`config.mk`:
```
export PLATFORM = sky130hd
export DESIGN_NAME = bst_tap
export DESIGN_NICKNAME = d
export VERILOG_FILES = /design/src/design/bst_pkg.sv /design/src/design/bst_tap.sv
export SDC_FILE = /design/constraint.sdc
export NUM_CORES = 1
export LEC_CHECK = 0
export ABC_AREA = 1
export BUFFER_PORTS_ARGS = -buffer_cell sky130_fd_sc_hd__buf_4
export CORE_ASPECT_RATIO = 2
export CORE_MARGIN = 4
export CORE_UTILIZATION = 43
export CTS_BUF_LIST = sky130_fd_sc_hd__clkbuf_4 sky130_fd_sc_hd__clkbuf_8
export CTS_CLUSTER_SIZE = 10
export DETAILED_ROUTE_END_ITERATION = 8
export PLACE_DENSITY_LB_ADDON = 0.1
export REMOVE_ABC_BUFFERS = 1
export SLEW_MARGIN = 10
export SYNTH_ARGS = -nofsm -noshare
export SYNTH_HDL_FRONTEND = slang
export SYNTH_SLANG_ARGS = --single-unit
```
`constraint.sdc`:
```
create_clock -name clk_i -period 5.3 [get_ports clk_i]
set_input_delay 1.59 -clock clk_i [delete_from_list [all_inputs] [get_ports clk_i]]
set_output_delay 1.59 -clock clk_i [all_outputs]
set_load 0.02 [all_outputs]
```
`src/design/bst_pkg.sv`:
```
// bst_pkg: constants and types shared by the boundary-scan test port.
// assumes a single system clock domain; the test clock is a sampled input.
package bst_pkg;

  // instruction codes, three bits wide
  localparam int IR_W = 3;
  localparam logic [2:0] INS_EXTEST = 3'h0;
  localparam logic [2:0] INS_IDCODE = 3'h1;
  localparam logic [2:0] INS_SAMPLE_Z = 3'h2;
  localparam logic [2:0] INS_SAMPLE = 3'h4;
  localparam logic [2:0] INS_BYPASS = 3'h7;
  // pattern forced into the low instruction bits at capture
  localparam logic [1:0] IR_CAPTURE_PAT = 2'h1;

  // identification register; value is arbitrary, bit 0 set as required
  localparam int ID_W = 32;
  localparam logic [31:0] ID_VALUE = 32'h0000_1001;

  // boundary cells: one per memory input and bidirectional pin
  localparam int BSR_W = 72;

  // serial output stage fifo
  localparam int OUT_FIFO_W = 2;
  localparam int OUT_FIFO_D = 8;

  // controller states, one-hot
  typedef enum logic [15:0] {
    ST_RESET = 16'h0001,
    ST_IDLE = 16'h0002,
    ST_SEL_DR = 16'h0004,
    ST_CAP_DR = 16'h0008,
    ST_SH_DR = 16'h0010,
    ST_EX1_DR = 16'h0020,
    ST_PAU_DR = 16'h0040,
    ST_EX2_DR = 16'h0080,
    ST_UPD_DR = 16'h0100,
    ST_SEL_IR = 16'h0200,
    ST_CAP_IR = 16'h0400,
    ST_SH_IR = 16'h0800,
    ST_EX1_IR = 16'h1000,
    ST_PAU_IR = 16'h2000,
    ST_EX2_IR = 16'h4000,
    ST_UPD_IR = 16'h8000
  } bst_state_t;

  // whole state of the port apart from the output fifo
  typedef struct packed {
    bst_state_t st;
    logic [2:0] ir_sh;
    logic [2:0] ir;
    logic byp;
    logic [31:0] id_sh;
    logic [71:0] bsr_sh;
    logic [71:0] bsr_upd;
    logic [2:0] tck_s;
    logic [1:0] tms_s;
    logic [1:0] tdi_s;
    logic tdo;
    logic tdo_oe;
  } bst_regs_t;

endpackage

```
`src/design/bst_tap.sv`:
```
// bst_tap: boundary-scan test port with its serial output fifo.
// assumes test pins arrive asynchronously and are sampled by clk_i (50 MHz);
// the bench resolves the tdo wire from tdo_oe_o, and undriven tms/tdi
// are flagged low on the *_drv_i inputs.
`timescale 1ns/1ps

////////////////////////////////////////////////////////////////////////////
// small fifo, width and depth as parameters
module bst_fifo #(
  parameter int W = 2,
  parameter int D = 8
) (
  input wire logic clk_i,
  input wire logic rst_n_i,
  input wire logic [W-1:0] in_data_i,
  input wire logic in_valid_i,
  output logic in_ready_o,
  output logic [W-1:0] out_data_o,
  output logic out_valid_o,
  input wire logic out_ready_i
);
  localparam int AW = $clog2(D);
  logic [W-1:0] mem_reg [D];
  logic [AW-1:0] wp_reg, rp_reg;
  logic [AW:0] cnt_reg;
  logic push, pop;

  // handshake terms
  assign in_ready_o = (cnt_reg != (AW+1)'(D));
  assign out_valid_o = (cnt_reg != '0);
  assign out_data_o = mem_reg[rp_reg];
  assign push = in_valid_i & in_ready_o;
  assign pop = out_valid_o & out_ready_i;

  // pointers and count
  always_ff @(posedge clk_i or negedge rst_n_i) begin
    if (!rst_n_i) begin
      wp_reg <= '0;
      rp_reg <= '0;
      cnt_reg <= '0;
    end else begin
      if (push) wp_reg <= AW'(wp_reg + 1'b1);
      if (pop) rp_reg <= AW'(rp_reg + 1'b1);
      cnt_reg <= (AW+1)'(cnt_reg + push - pop);
    end
  end

  // storage
  always_ff @(posedge clk_i) begin
    if (push) mem_reg[wp_reg] <= in_data_i;
  end
endmodule

////////////////////////////////////////////////////////////////////////////
// test access port
module bst_tap (
  input wire logic clk_i,
  input wire logic rst_n_i,
  input wire logic tck_i,
  input wire logic tms_i,
  input wire logic tms_drv_i,
  input wire logic tdi_i,
  input wire logic tdi_drv_i,
  input wire logic [71:0] ring_i,
  output logic tdo_o,
  output logic tdo_oe_o,
  output logic [71:0] bsr_par_o,
  output logic extest_o,
  output logic mem_out_hiz_o
);
  bst_pkg::bst_regs_t s_reg, s_next;
  logic tck_rise, tck_fall, rise_ok;
  logic fifo_in_ready, fifo_out_valid;
  logic [1:0] fifo_out_data, push_data;
  logic bsr_sel;

  // next controller state from mode select
  function automatic bst_pkg::bst_state_t next_st(
    input bst_pkg::bst_state_t st, input logic m);
    unique case (st)
      bst_pkg::ST_RESET: next_st = m ? bst_pkg::ST_RESET : bst_pkg::ST_IDLE;
      bst_pkg::ST_IDLE: next_st = m ? bst_pkg::ST_SEL_DR : bst_pkg::ST_IDLE;
      bst_pkg::ST_SEL_DR: next_st = m ? bst_pkg::ST_SEL_IR : bst_pkg::ST_CAP_DR;
      bst_pkg::ST_CAP_DR: next_st = m ? bst_pkg::ST_EX1_DR : bst_pkg::ST_SH_DR;
      bst_pkg::ST_SH_DR: next_st = m ? bst_pkg::ST_EX1_DR : bst_pkg::ST_SH_DR;
      bst_pkg::ST_EX1_DR: next_st = m ? bst_pkg::ST_UPD_DR : bst_pkg::ST_PAU_DR;
      bst_pkg::ST_PAU_DR: next_st = m ? bst_pkg::ST_EX2_DR : bst_pkg::ST_PAU_DR;
      bst_pkg::ST_EX2_DR: next_st = m ? bst_pkg::ST_UPD_DR : bst_pkg::ST_SH_DR;
      bst_pkg::ST_UPD_DR: next_st = m ? bst_pkg::ST_SEL_DR : bst_pkg::ST_IDLE;
      bst_pkg::ST_SEL_IR: next_st = m ? bst_pkg::ST_RESET : bst_pkg::ST_CAP_IR;
      bst_pkg::ST_CAP_IR: next_st = m ? bst_pkg::ST_EX1_IR : bst_pkg::ST_SH_IR;
      bst_pkg::ST_SH_IR: next_st = m ? bst_pkg::ST_EX1_IR : bst_pkg::ST_SH_IR;
      bst_pkg::ST_EX1_IR: next_st = m ? bst_pkg::ST_UPD_IR : bst_pkg::ST_PAU_IR;
      bst_pkg::ST_PAU_IR: next_st = m ? bst_pkg::ST_EX2_IR : bst_pkg::ST_PAU_IR;
      bst_pkg::ST_EX2_IR: next_st = m ? bst_pkg::ST_UPD_IR : bst_pkg::ST_SH_IR;
      bst_pkg::ST_UPD_IR: next_st = m ? bst_pkg::ST_SEL_DR : bst_pkg::ST_IDLE;
      default: next_st = bst_pkg::ST_RESET;
    endcase
  endfunction

  // instruction selects boundary register; others except idcode fall to bypass
  function automatic logic is_bsr(input logic [2:0] ins);
    is_bsr = (ins == bst_pkg::INS_EXTEST) || (ins == bst_pkg::INS_SAMPLE) ||
             (ins == bst_pkg::INS_SAMPLE_Z);
  endfunction

  // test clock edges seen through the synchroniser
  assign tck_rise = s_reg.tck_s[1] & ~s_reg.tck_s[2];
  assign tck_fall = ~s_reg.tck_s[1] & s_reg.tck_s[2];
  assign rise_ok = tck_rise & fifo_in_ready;
  assign bsr_sel = is_bsr(s_reg.ir);

  ////////////////////////////////////////////////////////////////////////
  // next-state logic
  always_comb begin
    s_next = s_reg;
    push_data = '0;
    // pins pass two flops; undriven pins read high
    s_next.tck_s = {s_reg.tck_s[1:0], tck_i};
    s_next.tms_s = {s_reg.tms_s[0], tms_i | ~tms_drv_i};
    s_next.tdi_s = {s_reg.tdi_s[0], tdi_i | ~tdi_drv_i};
    if (rise_ok) begin
      s_next.st = next_st(s_reg.st, s_reg.tms_s[1]);
      unique case (s_reg.st)
        bst_pkg::ST_CAP_IR:
          s_next.ir_sh = {1'b0, bst_pkg::IR_CAPTURE_PAT};
        bst_pkg::ST_SH_IR:
          s_next.ir_sh = {s_reg.tdi_s[1], s_reg.ir_sh[2:1]};
        bst_pkg::ST_UPD_IR: begin
          s_next.ir = s_reg.ir_sh;
          if (!is_bsr(s_reg.ir_sh) && s_reg.ir_sh != bst_pkg::INS_IDCODE)
            s_next.byp = 1'b0;
        end
        bst_pkg::ST_CAP_DR: begin
          if (bsr_sel) s_next.bsr_sh = ring_i;
          else if (s_reg.ir == bst_pkg::INS_IDCODE)
            s_next.id_sh = bst_pkg::ID_VALUE;
          else s_next.byp = 1'b0;
        end
        bst_pkg::ST_SH_DR: begin
          if (bsr_sel)
            s_next.bsr_sh = {s_reg.tdi_s[1], s_reg.bsr_sh[71:1]};
          else if (s_reg.ir == bst_pkg::INS_IDCODE)
            s_next.id_sh = {s_reg.tdi_s[1], s_reg.id_sh[31:1]};
          else s_next.byp = s_reg.tdi_s[1];
        end
        bst_pkg::ST_UPD_DR:
          if (bsr_sel) s_next.bsr_upd = s_reg.bsr_sh;
        default: ;
      endcase
      // reset state forces the identification instruction
      if (s_next.st == bst_pkg::ST_RESET) s_next.ir = bst_pkg::INS_IDCODE;
      // output bit staged for the next fall
      if (s_next.st == bst_pkg::ST_SH_IR)
        push_data = {1'b1, s_next.ir_sh[0]};
      else if (s_next.st == bst_pkg::ST_SH_DR) begin
        if (bsr_sel) push_data = {1'b1, s_next.bsr_sh[0]};
        else if (s_reg.ir == bst_pkg::INS_IDCODE)
          push_data = {1'b1, s_next.id_sh[0]};
        else push_data = {1'b1, s_next.byp};
      end
    end
    // serial output changes only on the falling test edge
    if (tck_fall && fifo_out_valid) begin
      s_next.tdo_oe = fifo_out_data[1];
      s_next.tdo = fifo_out_data[0];
    end
  end

  ////////////////////////////////////////////////////////////////////////
  // state register; power-up resets the port alone
  always_ff @(posedge clk_i or negedge rst_n_i) begin
    if (!rst_n_i) begin
      s_reg <= '{st: bst_pkg::ST_RESET, ir: bst_pkg::INS_IDCODE,
                 default: '0};
    end else begin
      s_reg <= s_next;
    end
  end

  // one staged output bit per rise, drained at the fall
  bst_fifo #(
    .W(bst_pkg::OUT_FIFO_W),
    .D(bst_pkg::OUT_FIFO_D)
  ) u_out_fifo (
    .clk_i(clk_i),
    .rst_n_i(rst_n_i),
    .in_data_i(push_data),
    .in_valid_i(rise_ok),
    .in_ready_o(fifo_in_ready),
    .out_data_o(fifo_out_data),
    .out_valid_o(fifo_out_valid),
    .out_ready_i(tck_fall)
  );

  // outputs
  assign tdo_o = s_reg.tdo;
  assign tdo_oe_o = s_reg.tdo_oe;
  assign bsr_par_o = s_reg.bsr_upd;
  assign extest_o = (s_reg.ir == bst_pkg::INS_EXTEST);
  // memory outputs float under sample-z while boundary shifts
  assign mem_out_hiz_o = (s_reg.ir == bst_pkg::INS_SAMPLE_Z) &&
                         (s_reg.st == bst_pkg::ST_SH_DR);

  ////////////////////////////////////////////////////////////////////////
  // checks
  logic [2:0] hi_cnt_reg;
  always_ff @(posedge clk_i or negedge rst_n_i) begin
    if (!rst_n_i) hi_cnt_reg <= '0;
    else if (rise_ok)
      hi_cnt_reg <= s_reg.tms_s[1] ? ((hi_cnt_reg == 3'h5) ? 3'h5 :
                                      3'(hi_cnt_reg + 1'b1)) : 3'h0;
  end

  a_tms_five_reset: assert property (
    @(posedge clk_i) disable iff (!rst_n_i)
    hi_cnt_reg == 3'h5 |-> s_reg.st == bst_pkg::ST_RESET)
    else $error("five high mode selects did not reset");
  a_reset_idcode: assert property (
    @(posedge clk_i) disable iff (!rst_n_i)
    s_reg.st == bst_pkg::ST_RESET |-> s_reg.ir == bst_pkg::INS_IDCODE)
    else $error("reset state without identification instruction");
  a_ir_capture_pat: assert property (
    @(posedge clk_i) disable iff (!rst_n_i)
    rise_ok && s_reg.st == bst_pkg::ST_CAP_IR |=>
      s_reg.ir_sh[1:0] == bst_pkg::IR_CAPTURE_PAT)
    else $error("instruction capture pattern wrong");
  a_ir_hold_shift: assert property (
    @(posedge clk_i) disable iff (!rst_n_i)
    s_reg.st == bst_pkg::ST_SH_IR |=> $stable(s_reg.ir))
    else $error("instruction changed while shifting");
  a_bypass_clear: assert property (
    @(posedge clk_i) disable iff (!rst_n_i)
    rise_ok && s_reg.st == bst_pkg::ST_UPD_IR &&
      s_reg.ir_sh == bst_pkg::INS_BYPASS |=> !s_reg.byp)
    else $error("bypass bit not cleared");
  a_id_capture: assert property (
    @(posedge clk_i) disable iff (!rst_n_i)
    rise_ok && s_reg.st == bst_pkg::ST_CAP_DR &&
      s_reg.ir == bst_pkg::INS_IDCODE |=> s_reg.id_sh == bst_pkg::ID_VALUE)
    else $error("identification value not captured");
  a_bsr_msb_in: assert property (
    @(posedge clk_i) disable iff (!rst_n_i)
    rise_ok && s_reg.st == bst_pkg::ST_SH_DR && bsr_sel |=>
      s_reg.bsr_sh[71] == $past(s_reg.tdi_s[1]))
    else $error("serial bit not at msb");
  a_tdo_on_fall: assert property (
    @(posedge clk_i) disable iff (!rst_n_i)
    !tck_fall |=> $stable(s_reg.tdo_oe) && $stable(s_reg.tdo))
    else $error("serial output moved off the falling edge");
  a_oe_shift_only: assert property (
    @(posedge clk_i) disable iff (!rst_n_i)
    tck_fall |=> s_reg.tdo_oe == ($past(s_reg.st) == bst_pkg::ST_SH_IR ||
      $past(s_reg.st) == bst_pkg::ST_SH_DR))
    else $error("serial output driven outside shift");

  // scan path entry, bypass behaviour and parallel update hold
  a_ir_msb_in: assert property (
    @(posedge clk_i) disable iff (!rst_n_i)
    rise_ok && s_reg.st == bst_pkg::ST_SH_IR |=>
      s_reg.ir_sh[2] == $past(s_reg.tdi_s[1]))
    else $error("instruction bit not at msb");
  a_byp_shift_in: assert property (
    @(posedge clk_i) disable iff (!rst_n_i)
    rise_ok && s_reg.st == bst_pkg::ST_SH_DR && !bsr_sel &&
      s_reg.ir != bst_pkg::INS_IDCODE |=>
      s_reg.byp == $past(s_reg.tdi_s[1]))
    else $error("bypass bit did not take the serial input");
  a_byp_capture: assert property (
    @(posedge clk_i) disable iff (!rst_n_i)
    rise_ok && s_reg.st == bst_pkg::ST_CAP_DR && !bsr_sel &&
      s_reg.ir != bst_pkg::INS_IDCODE |=> !s_reg.byp)
    else $error("bypass bit not cleared at capture");
  a_bsr_upd_hold: assert property (
    @(posedge clk_i) disable iff (!rst_n_i)
    !(rise_ok && s_reg.st == bst_pkg::ST_UPD_DR) |=>
      $stable(s_reg.bsr_upd))
    else $error("parallel boundary outputs moved outside update");
endmodule

```
# == Word level (Yosys, flattened, before mapping) ==
# Memories as Yosys holds them, arrays and structs flattened. A register that Yosys moved wholly into a read port is not among the register bits.
# Index checks and enable logic that the tools add are counted.
# word_totals
output_inout_bits,76
mem_count,1
regBits,216
mem_bits_rw,16
input_bits,79
word_cells,122
# mem_list
memory,depth,width,read_ports,rd_ports_with_merged_regs,write_ports,line,text
u_out_fifo.mem_reg,8,2,1,1,1,bst_tap.sv:23,logic [W-1:0] mem_reg [D];
# classes
bitwise,11
eq_ne,32
n_mux,35
addsub,4
n_reduce_logical,23
# ops
op,n
$pmux 104 s2,1
$pmux 16 s12,1
$mux 72,2
$mux 33,2
$mux 32,2
$mux 16,3
$eq 16x1->1 const B,2
$eq 16x12->1 const B,2
$eq 16x5->1 const B,2
$mux 9,2
$eq 16x10->1 const B,1
$eq 16x11->1 const B,1
$eq 16x13->1 const B,1
$eq 16x14->1 const B,1
$eq 16x15->1 const B,1
$eq 16x16->1 const B,1
$eq 16x2->1 const B,1
$eq 16x3->1 const B,1
$eq 16x4->1 const B,1
$eq 16x6->1 const B,1
$eq 16x7->1 const B,1
$eq 16x8->1 const B,1
$eq 16x9->1 const B,1
$mux 15,1
34 further kinds,72

# == Logic depth before layout (Yosys ltp) ==
# logic_depth
depth_word,12
mapped_depth,14
mapped_depth_nobuf,13

# == Hierarchy ==
# Synthesis repeated with hierarchy kept, for this count alone.
# unflattened
hier_cells,1149
hier_area_um2,10924.2
# modules_own_cells
mod,area_per_inst_um2,cells_per_inst,seq_area_each_um2,n_inst
bst_tap,9596.7,1014,5207.5,1
bst_fifo,1327.5,135,730.7,1

# == Least setup slack after synthesis ==
# No wires, ideal clock.
# synth_path
kind,reg2out
start,reg s_reg[204] in the netlist's numbering
end,out mem_out_hiz_o
n_path_buf,0
required_ps,3710
path_stages_with_launch,6
arrival_ps,1426
path_slack_ps,2284
cell_sequence,dfrtp_1 -> nor2_2 -> nand2_2 -> nor2_2 -> nand2_2 -> nor3_1
# synth_between
elab_chain_len,2
# synth_lines
element,line,text
from (decl),bst_tap.sv:71,"bst_pkg::bst_regs_t s_reg, s_next;"
from (signal assigned),bst_tap.sv:174,"s_reg <= '{st: bst_pkg::ST_RESET, ir: bst_pkg::INS_IDCODE,"
from (signal assigned),bst_tap.sv:177,s_reg <= s_next;
$eq 16x5->1,bst_tap.sv:203,(s_reg.st == bst_pkg::ST_SH_DR);
$logic_and 1x1->1,bst_tap.sv:202,assign mem_out_hiz_o = (s_reg.ir == bst_pkg::INS_SAMPLE_Z) &&
to (decl),bst_tap.sv:69,output logic mem_out_hiz_o
# No other way between the ends.

# == Final worst setup path ==
# layout_path
start,reg s_reg[202] in the netlist's numbering
end,out mem_out_hiz_o
# Same word-level chain as after synthesis.

==> metrics.md <==
| Metric | Value |
|---|---|
| Synth warn | 0 |
| Most used DFF post-synth | dfrtp_1 |
| VDD IR-drop max | approximately 0.00019 V |
| Count of flip-flops with a built-in enable after synthesis | 16 |
| DRC | 0 |
| Distinct cells, synth | 44 |
| CP cell instances | nor2_2 > nand2_1 > nor2_2 > nand2_2 > nor3_1 > buf_4 |
| Final TNS setup | 0 ns |
| Final cell count without fillers | ~1,500 |
| Layout filler cell count | between 2,000 and 2,500 |
| Routed wire per std cell | between 15 and 20 µm |
| Cell with the most instances after synthesis | dfrtp_1 |
| Pint | around 3.1 mW |
| Reg2Reg Depth | 10 |
| Fin nets | approximately 1,200 |
| Pwr Total | 4.30 mW |
| Mean Syn Cell Area | between 10 and 15 µm² |
| Post-Syn Area | between 10,000 and 15,000 µm² |
| Final Hold Fails | 0 |
| Storage cell area | just under 6000 µm² |
| Final core occ | about half |
| First-pass GRT wire length | roughly 43,000 µm |
| Family with the most delay on the worst path | simple AND/OR/NAND/NOR gates |
| Core ar. | ~26,000 µm² |
| Startpoint Class | register |
| Reg2Reg Setup Slack | slightly below 2 ns |
| Area contributors post-synth | dfrtp_1 (49%), mux2_4 (8.1%), buf_4 (5.5%), nand2_1 (5.0%), a22oi_1 (4.7%) |
| Worst Path Required | 3.71 ns |
| Post-DP HPWL | 18,200 µm |
| Die ar. | ~29,000 µm² |
| Share of cells above drive strength 1 | between 20% and 30% |
| Final wirelength | ~27,000 µm |
| Post-Layout Inst Area | 12,700 µm² |
| Postcts setup bufs | 0 |
| Clock Tree Root | clkbuf_8 |
| Mapped Cells | approximately 1,100 |
| Reg clk slew, reported paths | approximately 0.06 ns |
| Max-slew headroom | 21.2% |
| Crit path capture type | output port |
| Buffers added on ports | ~150 |
| Comb power frac | between 10% and 20% |
| Static Leak | 6.06 nW |
| Worst r2r dst | s_reg[108] |
| Status | completed |
| Vias | 7,647 |
| Maximum buffer depth of the clock tree | 3 |
| Worst R2R Start | s_reg[202] |
| Yosys top cell by area | dfrtp_1 |
| FFs w/ async S/R, synth | between 90 and 100% |
| Critical path fanouts, max | 12 |
| Antenna viol nets, final | 0 |
| Inserted Clock Buffers | 37 |
| WHS Endpoint | s_reg[3] |
| Global placement routability congestion | 0.931 |
| Placed insts | 1,445 |
| Slowest cell on crit path | nor2_2 |
| Number of hold buffers added after cts | 0 |
| Area delta synth->final | 13.9% |
| Power share of the clock group | between 30% and 40% |
| Worst Hold Launch | s_next[3] |
| Sequential share of power | approximately half |
| I/O pin count | ~160 |
| Worst-Margin Slew | approximately 1.2 ns |
| Drt pass-1 iters | 4 |
| N_diodes | 0 |
| Setup Viol. Count Final | 0 |
| Largest net degree at the start of global routing | 132 |
| Top cells by count, synth | dfrtp_1 (216), nand2_1 (147), nor2_1 (120) |
| GRT Resource Usage Total | about a fifth |
| Multi-input gate area in the final layout | slightly above 4000 µm² |
| Row count | between 80 and 90 |
| Slew Limit Fails | 0 |
| Final worst clock skew | roughly 0.013 ns |
| CTS tree | yes |
| Max Clock Freq | 0.251 GHz |
| Area after DPL | about 12,000 µm² |
| Cell mode on critical path | nor2_2 |
| Initial Util | around 43% |
| Die Span Y | ~240 µm |
| Hold path depth | 0 |
| CP arrival | about 2.4 ns |
| Number of clock sinks | approximately 230 |
| CTS resizes | 0 |
| Hold WC Path Type | register to register |
| Sequential area share after synthesis | a little over half |
| Post-route clock period utilization | approximately 75% |
| Crit path time final | between 3 and 4 ns |
| #FFs+latches synth | about 230 |
| Post-synth top area share | slightly below 50% |
| Number of vias per cell | 5.07 |
| Unrepaired setup endpoints after global routing | false |
| Max reg flops | between 100 and 150 |
| Switch share | 28.2% |
| Worst Path Buf+Inv | 1 |
| CP peak stage delay | 0.45 ns |
| Worst skew pair latency | between 0.5 and 0.6 ns |
| GRT overflow | 0 |
| Crit path kind | register to output port |
| Switching Power | roughly 1.2 mW |
| H-tree Lvls | 2 |
| DRT iter0 DRCs | 367 |
| Die width | about 120 µm |
| Initial antenna violation count | 0 |
| Pwr/cell area | about 340 nW/µm² |
| Vias in the first global route | approximately 8,000 |
| MaxCap Viol Count | 0 |
==> through the flow <==
stage                     setup WS [ns]  hold slack (ns)
after detailed placement           1.89            0.336
final                              1.31            0.347
after global placement             1.88            0.333
after floorplan                    1.18            0.331
after CTS                          1.26            0.350
after global routing               1.03            0.357
==> worst max-delay path by stage <==
stage / from / cells past startpoint / endpoint
floorplan: u_out_fifo.cnt_reg[2] / 7 / bsr_par_o[55]
global placement: s_reg[202] / 6 / mem_out_hiz_o
detailed placement: s_reg[202] / 6 / mem_out_hiz_o
CTS: s_reg[202] / 6 / mem_out_hiz_o
global route: s_reg[201] / 6 / mem_out_hiz_o
finish: s_reg[202] / 6 / mem_out_hiz_o
==> cells in the final DEF, fill, tap and decap left out, drive strengths merged, types with 2 or more instances in the layout <==
cell    count
mux2       71
a21oi      82
o32ai       2
o211ai      3
nor3        6
xnor2       2
mux2i       2
ha          8
o31ai       5
dfrtp     216
clkinv      5
o221ai      2
xor2        3
nand3      62
clkbuf     57
a22oi      70
dfstp       2
buf       166
o21ai      31
nand4       8
nor2      129
nand2     152
edfxtp     16
inv        59
==> logic make-up after synthesis <==
kind of cell	after synthesis	share of synthesized area [%]
adder cells (fa/ha/maj)	9	1.08
AO/OA/AOI/OAI	198	11.8
multiplexers	73	9.39
flip-flops	234	53.3
XOR/XNOR	5	0.394
buffers and inverters	188	10.2
AND/OR/NAND/NOR	360	13.7
==> area by class of cell <==
cell class / instances / share of cell area, %
clock buffers: 57 / 5.45
clock inverters: 6 / 0.454
inverters: 60 / 1.80
multi-input cells: 645 / 32.0
flip-flops and latches: 234 / 46.8
well taps: 340 / 3.35
repair buffers: 166 / 10.1
==> worst reg2reg max path, delay by kind of cell (launching register included) <==
kind                   cells  cell delay (ns)
AND/OR/NAND/NOR            6             1.92
buffers and inverters      2             0.59
flip-flops                 1             0.40
AO/OA/AOI/OAI              2             0.38
==> routing by layer <==
metal | global-route usage, % | up-vias | part of all wire (%)
met2 | 33.2 | 196 | 53
met5 | 0 | - | 0
li1 | - | 3691 | -
met3 | 3.56 | 55 | 4.4
met1 | 22.2 | 3705 | 39
met4 | 7.51 | 0 | 3.4
==> power by group through the flow <==
stage	registers (mW)	clock network [mW]	logic (mW)
after floorplan	2.08	0	0.430
after global placement	2.10	0	0.665
after detailed placement	2.10	0	0.673
after CTS	2.07	1.64	0.678
after global routing	2.09	1.71	0.767
final	2.07	1.56	0.665
(Power assumes the default switching activity.)
